[config.mk]
export PLATFORM = sky130hd
export DESIGN_NAME = pmsp_stats_mgmt
export DESIGN_NICKNAME = d
export VERILOG_FILES = /design/src/core/pmsp_pkg.sv /design/src/core/pmsp_stats_mgmt.sv /design/src/core/pmsp_counter.sv
export SDC_FILE = /design/constraint.sdc
export NUM_CORES = 1
export LEC_CHECK = 0
export BUFFER_PORTS_ARGS = -buffer_cell sky130_fd_sc_hd__clkbuf_2
export CAP_MARGIN = 40
export CORE_ASPECT_RATIO = 0.7
export CORE_MARGIN = 8
export CORE_UTILIZATION = 58
export DETAILED_ROUTE_END_ITERATION = 8
export GPL_ROUTABILITY_DRIVEN = 1
export PLACE_DENSITY = 0.82
export SYNTH_ARGS = -nofsm -noshare
export SYNTH_HDL_FRONTEND = slang
export SYNTH_HIERARCHICAL = 1
export SYNTH_SLANG_ARGS = --single-unit
[constraint.sdc]
create_clock -name sys_clk -period 5.85 [get_ports sys_clk]
set_input_delay 0.585 -clock sys_clk [delete_from_list [all_inputs] [get_ports sys_clk]]
set_output_delay 0.585 -clock sys_clk [all_outputs]
set_load 0.02 [all_outputs]
[src/core/pmsp_pkg.sv]
package pmsp_pkg;
   // register word offsets on the plain register port
   localparam logic [7:0] ADDR_SNR = 8'h00;
   localparam logic [7:0] ADDR_ENCAP = 8'h04;
   localparam logic [7:0] ADDR_CRC = 8'h08;
   localparam logic [7:0] ADDR_FIXED = 8'h0C;
   localparam logic [7:0] ADDR_LOST = 8'h10;
   localparam logic [7:0] ADDR_PROF01 = 8'h14;
   localparam logic [7:0] ADDR_PROF23 = 8'h18;
   localparam logic [7:0] ADDR_PROF45 = 8'h1C;
   localparam logic [7:0] ADDR_ACHIEVED = 8'h20;
   localparam logic [7:0] ADDR_IRQ_STAT = 8'h24;
   localparam logic [7:0] ADDR_IRQ_MASK = 8'h28;
   localparam logic [7:0] ADDR_CONFIG = 8'h2C;
   // widths
   localparam int CNT_W = 32;
   localparam int PROF_W = 16;
   localparam int SNR_W = 8;
   localparam int NUM_PROF = 6;
   localparam int IRQ_W = 4;
   // interrupt status bit positions
   localparam int IRQ_ENCAP = 0;
   localparam int IRQ_CRC = 1;
   localparam int IRQ_FIXED = 2;
   localparam int IRQ_LOST = 3;
   // config register bit positions
   localparam int CFG_SEQ_BIT = 0;
   // field positions inside the achieved word
   localparam int ACH_NUM_LSB = 0;
   localparam int ACH_STATE_LSB = 16;
   localparam logic [31:0] RD_ZERO = 32'h0000_0000;
   localparam logic [CNT_W-1:0] CNT_ONE = 32'h0000_0001;
   localparam logic [PROF_W-1:0] PROF_ZERO = 16'h0000;
   localparam logic [IRQ_W-1:0] IRQ_NONE = 4'h0;
   // achieved profile state
   typedef enum logic [1:0] {
      PS_NO_LINK,
      PS_MATCH,
      PS_NO_MATCH,
      PS_ACT_FAIL
   } pmsp_state_e;
endpackage

[src/core/pmsp_stats_mgmt.sv]
// Added by the designer: the address-and-strobe port and the register offsets.
`timescale 1ns/1ns
module pmsp_stats_mgmt
   import pmsp_pkg::*;
(
   input wire logic sys_clk,
   input wire logic reset_n,
   input wire logic [7:0] regAddr,
   input wire logic [31:0] regWrData,
   input wire logic regWrite,
   input wire logic regRead,
   output logic [31:0] regRdData,
   input wire logic [SNR_W+3:0] snrMarginQuarterDb,
   input wire logic encapErrPulse,
   input wire logic crcErrPulse,
   input wire logic fecFixedPulse,
   input wire logic fecLostPulse,
   input wire logic is10PassTs,
   input wire logic phyEndOffice,
   input wire logic linkUp,
   input wire logic [1:0] achievedStateIn,
   input wire logic [PROF_W-1:0] achievedProfileIn,
   output logic useIndividualConfig,
   output logic [PROF_W*NUM_PROF-1:0] selectedProfileList,
   output logic irqOut
);
   logic [CNT_W-1:0] encapCount;
   logic [CNT_W-1:0] crcCount;
   logic [CNT_W-1:0] fixedCount;
   logic [CNT_W-1:0] lostCount;
   logic [PROF_W-1:0] profile_r [NUM_PROF];
   logic [SNR_W-1:0] snrDb_r;
   logic [1:0] achState_r;
   logic [PROF_W-1:0] achNum_r;
   logic [IRQ_W-1:0] irqStat_r;
   logic [IRQ_W-1:0] irqMask_r;
   logic [IRQ_W-1:0] events;
   logic fecOk;
   logic profWriteOk;
   logic allZero;
   logic [31:0] rdMux;

   // register hit test shared by all write decodes
   function automatic logic hit(input logic [7:0] a, input logic [7:0] off);
      hit = (a == off);
   endfunction

   // pack two profile entries into one read word
   function automatic logic [31:0] packPair(input logic [PROF_W-1:0] hi,
                                            input logic [PROF_W-1:0] lo);
      packPair = {hi, lo};
   endfunction

   // 32 bit counters wrap after years at these rates, far above need
   assign fecOk = is10PassTs;
   pmsp_counter uEncap (
      .sys_clk(sys_clk),
      .reset_n(reset_n),
      .bump(encapErrPulse),
      .count(encapCount)
   );
   pmsp_counter uCrc (
      .sys_clk(sys_clk),
      .reset_n(reset_n),
      .bump(crcErrPulse),
      .count(crcCount)
   );
   pmsp_counter uFixed (
      .sys_clk(sys_clk),
      .reset_n(reset_n),
      .bump(fecFixedPulse && fecOk),
      .count(fixedCount)
   );
   pmsp_counter uLost (
      .sys_clk(sys_clk),
      .reset_n(reset_n),
      .bump(fecLostPulse && fecOk),
      .count(lostCount)
   );

   // margin arrives in quarter dB; dropping two bits truncates downward
   always_ff @(posedge sys_clk) begin
      if (!reset_n) begin
         snrDb_r <= '0;
      end else begin
         snrDb_r <= snrMarginQuarterDb[SNR_W+1:2];
      end
   end

   // achieved state and number sampled together so a read is coherent
   always_ff @(posedge sys_clk) begin
      if (!reset_n) begin
         achState_r <= 2'(PS_NO_LINK);
         achNum_r <= PROF_ZERO;
      end else begin
         achState_r <= linkUp ? achievedStateIn : 2'(PS_NO_LINK);
         achNum_r <= achievedProfileIn;
      end
   end

   // profile writes gated by office side and link down
   assign profWriteOk = regWrite && phyEndOffice && !linkUp;
   always_ff @(posedge sys_clk) begin
      if (!reset_n) begin
         for (int i = 0; i < NUM_PROF; i++) begin
            profile_r[i] <= PROF_ZERO;
         end
      end else if (profWriteOk) begin
         if (hit(regAddr, ADDR_PROF01)) begin
            profile_r[0] <= regWrData[PROF_W-1:0];
            // one entry only on 10PASS-TS
            profile_r[1] <= is10PassTs ? PROF_ZERO : regWrData[31:PROF_W];
         end
         if (hit(regAddr, ADDR_PROF23) && !is10PassTs) begin
            profile_r[2] <= regWrData[PROF_W-1:0];
            profile_r[3] <= regWrData[31:PROF_W];
         end
         if (hit(regAddr, ADDR_PROF45) && !is10PassTs) begin
            profile_r[4] <= regWrData[PROF_W-1:0];
            profile_r[5] <= regWrData[31:PROF_W];
         end
      end
   end

   // all-zero list selects individual configuration
   always_comb begin
      allZero = 1'b1;
      for (int i = 0; i < NUM_PROF; i++) begin
         if (profile_r[i] != PROF_ZERO) begin
            allZero = 1'b0;
         end
      end
   end

   always_ff @(posedge sys_clk) begin
      if (!reset_n) begin
         useIndividualConfig <= 1'b1;
         selectedProfileList <= '0;
      end else begin
         useIndividualConfig <= allZero;
         for (int i = 0; i < NUM_PROF; i++) begin
            selectedProfileList[i*PROF_W +: PROF_W] <= profile_r[i];
         end
      end
   end

   // sticky status: set beats write-one-to-clear in the same cycle
   assign events = {fecLostPulse && fecOk, fecFixedPulse && fecOk,
                    crcErrPulse, encapErrPulse};
   always_ff @(posedge sys_clk) begin
      if (!reset_n) begin
         irqStat_r <= IRQ_NONE;
      end else if (regWrite && hit(regAddr, ADDR_IRQ_STAT)) begin
         irqStat_r <= (irqStat_r & ~regWrData[IRQ_W-1:0]) | events;
      end else begin
         irqStat_r <= irqStat_r | events;
      end
   end

   always_ff @(posedge sys_clk) begin
      if (!reset_n) begin
         irqMask_r <= IRQ_NONE;
      end else if (regWrite && hit(regAddr, ADDR_IRQ_MASK)) begin
         irqMask_r <= regWrData[IRQ_W-1:0];
      end
   end

   // registered so the output comes straight from a flop; one cycle late
   always_ff @(posedge sys_clk) begin
      if (!reset_n) begin
         irqOut <= 1'b0;
      end else begin
         irqOut <= |(irqStat_r & irqMask_r);
      end
   end

   // read decode; unmapped addresses read zero
   always_comb begin
      rdMux = RD_ZERO;
      unique case (regAddr)
         ADDR_SNR: rdMux = {{(32-SNR_W){1'b0}}, snrDb_r};
         ADDR_ENCAP: rdMux = encapCount;
         ADDR_CRC: rdMux = crcCount;
         ADDR_FIXED: rdMux = fixedCount;
         ADDR_LOST: rdMux = lostCount;
         ADDR_PROF01: rdMux = packPair(profile_r[1], profile_r[0]);
         ADDR_PROF23: rdMux = packPair(profile_r[3], profile_r[2]);
         ADDR_PROF45: rdMux = packPair(profile_r[5], profile_r[4]);
         ADDR_ACHIEVED: rdMux = {{(32-ACH_STATE_LSB-2){1'b0}}, achState_r, achNum_r};
         ADDR_IRQ_STAT: rdMux = {{(32-IRQ_W){1'b0}}, irqStat_r};
         ADDR_IRQ_MASK: rdMux = {{(32-IRQ_W){1'b0}}, irqMask_r};
         ADDR_CONFIG: rdMux = {{(32-2){1'b0}}, linkUp, phyEndOffice};
         default: rdMux = RD_ZERO;
      endcase
   end

   // data stand only in the cycle after the strobe
   always_ff @(posedge sys_clk) begin
      if (!reset_n) begin
         regRdData <= RD_ZERO;
      end else if (regRead) begin
         regRdData <= rdMux;
      end else begin
         regRdData <= RD_ZERO;
      end
   end
endmodule

[src/core/pmsp_counter.sv]
`timescale 1ns/1ns
// free running event counter, never cleared by software, wraps at max
module pmsp_counter
   import pmsp_pkg::*;
(
   input wire logic sys_clk,
   input wire logic reset_n,
   input wire logic bump,
   output logic [CNT_W-1:0] count
);
   // wrap instead of saturate so software can difference two reads
   always_ff @(posedge sys_clk) begin
      if (!reset_n) begin
         count <= '0;
      end else if (bump) begin
         count <= CNT_W'(count + CNT_ONE);
      end
   end
endmodule

==> key figures <==
Run
  – Number of maximum-capacitance constraint violations: 0

Floorplanning
  – Number of top-level design ports: 211
  – Total die area: 33500 um^2
  – DIE HEIGHT: 156 um
  – Core area: 27600 um^2
  – Initial core utilization: 58.5%
  – Die X: 215 um
  – Number of core rows: 51

Worst setup path
  – Slowest-stage cell, CP: and3_1
  – Worst setup path endpoint: profile_r[0][24]
  – Reg-to-reg endpoint: useIndividualConfig
  – CP arrival: 3.56 ns
  – Delay of the slowest critical-path stage: 0.61 ns
  – Worst Setup Start Kind: primary input
  – Cell type group with the largest total delay on the critical path: simple AND/OR/NAND/NOR gates
  – CP Launch Point: regAddr[5]
  – Maximum fanout along the worst path: 21
  – FF-to-FF Start: profile_r[0][87]
  – CP Cell Sequence: clkbuf_2, nor4b_2, buf_4, and2_1, buf_4, and3_1, and2b_2, and2_1
  – Stages on worst setup path: 8
  – Depth of the worst register-to-register path: 4
  – Start-to-end type of the worst setup path: in -> reg
  – Worst setup slack for register-to-register paths: 3.27 ns
  – Crit path buffers/inverters: 3
  – Data required, critical path: 6.25 ns
  – Worst Setup End Kind: register

Yosys
  – Seq cells post-synth: 388
  – Synthesized cell area: 16100 um^2
  – Number of library cell types mapped by synthesis: 61
  – Dominant register cell in the synthesized netlist: dfxtp_1
  – Net Count, Synth: 1610
  – Syn_area_per_cell: 10.6 um^2
  – Sequential area share after synthesis: 54.1%
  – Async S/R FF share, synth: 0%
  – Number of warnings issued by yosys: 6
  – Number of enable-type register cells in the synthesized netlist: 96
  – Post-synthesis cell count: 1525

Place
  – Number of placed instances, taps included: 2016
  – Placed wire-length estimate after detailed placement: 34.4 mm
  – Pre-CTS setup slack: 2.27 ns
  – Post-DP Area: 17300 um^2
  – IO Port Bufs: 206
  – Routability cong.: 0.955

Layout
  – Post-route cell area: 18700 um^2
  – Synthesis-to-layout area growth: 15.7%
  – Commonest non-fill, non-tap cells in the layout: 292 x dfxtp_1, 228 x and2_1, 205 x clkbuf_2
  – End-of-flow core utilization: 67.7%
  – Total number of nets in the final design: 1769
  – Share of layout cells above drive strength 1: 19.1%
  – Cell Count, Final, Fillers Out: 2086
  – Most common cell after layout, fill and taps aside: dfxtp_1

Run status
  – Outcome: completed

CTS
  – Quantity of gates resized following cts: 0
  – Number of levels the H-tree was split into: 2
  – TritonCTS clock tree: built
  – Number of buffers between clock root and the deepest sink: 3
  – Buffers inserted by post-CTS timing repair: 0
  – Clock slew seen by the registers of the worst setup and hold paths: 0.06 ns
  – CTS sink count: 388
  – TritonCTS buffer count: 37
  – Clk_lat worst skew: 0.54 ns
  – CTS Root Buffer Type: clkbuf_16
  – Hold-fix buffers, CTS: 0

STA
  – Transition time at the pin with the least slew margin: 0.933 ns
  – Final Slew Violations: 0
  – Slew margin rel.: 37.8%
  – Total of endpoints with negative setup slack in the final report: 0
  – Final Hold Fails: 0
  – Highest Clock Rate: 0.317 GHz
  – Time the worst path needs with I/O delays and setup: 3.15 ns
  – Final critical-path share of the clock period: 53.9%
  – Setup skew after layout: 0.0200 ns
  – Fin worst setup slack: 2.70 ns
  – RSZ-0062 raised after global routing: false
  – Final sum of negative setup slack: 0 ns

Global routing
  – First-pass GRT wire length: 74.2 mm
  – Overflow left after global routing: 0
  – Number of antenna violations at the first check in global routing: 0
  – Number of global-route vias before repair: 12.6k
  – Global routing usage summed across all routing layers: 27.9%
  – Maximum number of pins on one net before global-route repair: 137

Detailed routing
  – Average detailed-routed wire length per instance: 23.5 um
  – Number of design-rule violations left by the first detailed-router iteration: 1921
  – Routed vias/inst: 6.49
  – First drt pass iteration count: 9
  – Antenna Violating Nets Remaining: 0
  – Total detailed-routing wirelength: 49.0 mm
  – Total via count in the routed design: 13.5k
  – Final routed DRC violation total: 0

Power
  – Maximum ir drop on the vdd rail: 212 uV
  – Pleak: 6.89 nW
  – Pwr/cell area: 314 nW/um^2

Worst hold path
  – Hold Path Stages: 2
  – Worst min-delay path category: in -> reg
==> worst min path at each step <==
stage / from / endpoint
2_1_floorplan: uLost/count[31] / uLost/count[31]
3_3_place_gp: uCrc/count[31] / uCrc/count[31]
3_5_place_dp: uLost/count[31] / uLost/count[31]
4_1_cts: snrMarginQuarterDb[5] / snrDb_r[3]
5_1_grt: achievedProfileIn[6] / achNum_r[6]
6_report: snrMarginQuarterDb[5] / snrDb_r[3]
==> cells in the mapped netlist, types with 5 or more instances <==
| cell type | instances | area share [%] |
|---|---|---|
| or3_1 | 16 | 0.62 |
| a31oi_1 | 20 | 0.78 |
| edfxtp_1 | 96 | 18 |
| inv_1 | 22 | 0.51 |
| o31ai_1 | 13 | 0.61 |
| o311ai_1 | 8 | 0.43 |
| nand4_1 | 46 | 1.8 |
| buf_4 | 7 | 0.33 |
| nor4_1 | 38 | 1.5 |
| nand2_1 | 87 | 2.0 |
| or4_1 | 14 | 0.65 |
| nand2b_1 | 40 | 1.6 |
| o21ai_0 | 23 | 0.71 |
| xor2_1 | 36 | 2.0 |
| and2_1 | 228 | 8.8 |
| o41ai_1 | 28 | 1.5 |
| o21a_1 | 5 | 0.23 |
| nor3_1 | 9 | 0.28 |
| a22oi_1 | 66 | 3.1 |
| xnor2_1 | 16 | 0.87 |
| buf_6 | 7 | 0.49 |
| a22o_1 | 14 | 0.76 |
| and4_1 | 15 | 0.81 |
| o311ai_0 | 20 | 1.1 |
| nor2_1 | 65 | 1.5 |
| and3_1 | 12 | 0.47 |
| a222oi_1 | 24 | 1.5 |
| mux2i_1 | 23 | 1.4 |
| nand3_1 | 37 | 1.1 |
| clkbuf_1 | 58 | 1.4 |
| a21oi_1 | 36 | 1.1 |
| dfxtp_1 | 292 | 36 |
| buf_2 | 28 | 0.87 |
| nor2b_1 | 9 | 0.35 |
==> per-stage QoR <==
stage                     hold slack [ns]  total power, mW
after CTS                           0.243             5.88
after global routing                0.258             6.02
after detailed placement            0.463             3.22
after global placement              0.455             3.21
after floorplan                     0.442             3.08
final                               0.257             5.86
==> flip-flops by register name, summed over array words and instances, names as in the netlist <==
signal,flops
profile_r,96
irqMask_r,4
regRdData,32
useIndividualConfig,1
snrDb_r,8
uCrc/count,32
irqStat_r,4
achState_r,2
selectedProfileList,96
uEncap/count,32
uFixed/count,32
achNum_r,16
irqOut,1
uLost/count,32
==> worst reg2reg max path, cell delays in order, from the launching register on <==
cell and delay, ns:
edfxtp_1 0.52, nor4_1 0.71, nand4_1 0.33, or4_1 0.57
o31ai_1 0.34
==> cell type report <==
type                       count  area (um^2)
antenna                        2         5.00
clock buffer                  49         1110
clock inverter                19          287
fill                        2070         8910
inverter                      22         82.6
multi-input combinational   1011         6810
sequential                   388         8730
tap                          371          464
timing repair buffer         224         1180
==> logic make-up after synthesis <==
group | synth area share (%)
AO/OA/AOI/OAI | 13.5
adder cells (fa/ha/maj) | 0.310
flip-flops | 54.1
XOR/XNOR | 2.82
AND/OR/NAND/NOR | 23.6
buffers and inverters | 3.92
multiplexers | 1.71
==> metal layers <==
layer | up-vias | global-route usage, % | part of all wire [%] | routed length, um
met5 | - | 0 | 0 | 0
met4 | 0 | 12.5 | 4.8 | 2350
li1 | 5961 | - | - | -
met2 | 1032 | 41.7 | 43 | 21000
met3 | 168 | 8.40 | 14 | 6900
met1 | 6369 | 37.1 | 38 | 18800
==> where the power goes <==
| group | switching [mW] | internal (mW) | total [mW] | leakage (nW) |
|---|---|---|---|---|
| Clock | 1.04 | 1.65 | 2.69 | 0.680 |
| Combinational | 0.176 | 0.0917 | 0.267 | 2.91 |
| Sequential | 0.0734 | 2.83 | 2.90 | 3.30 |
(Power assumes the default switching activity.)
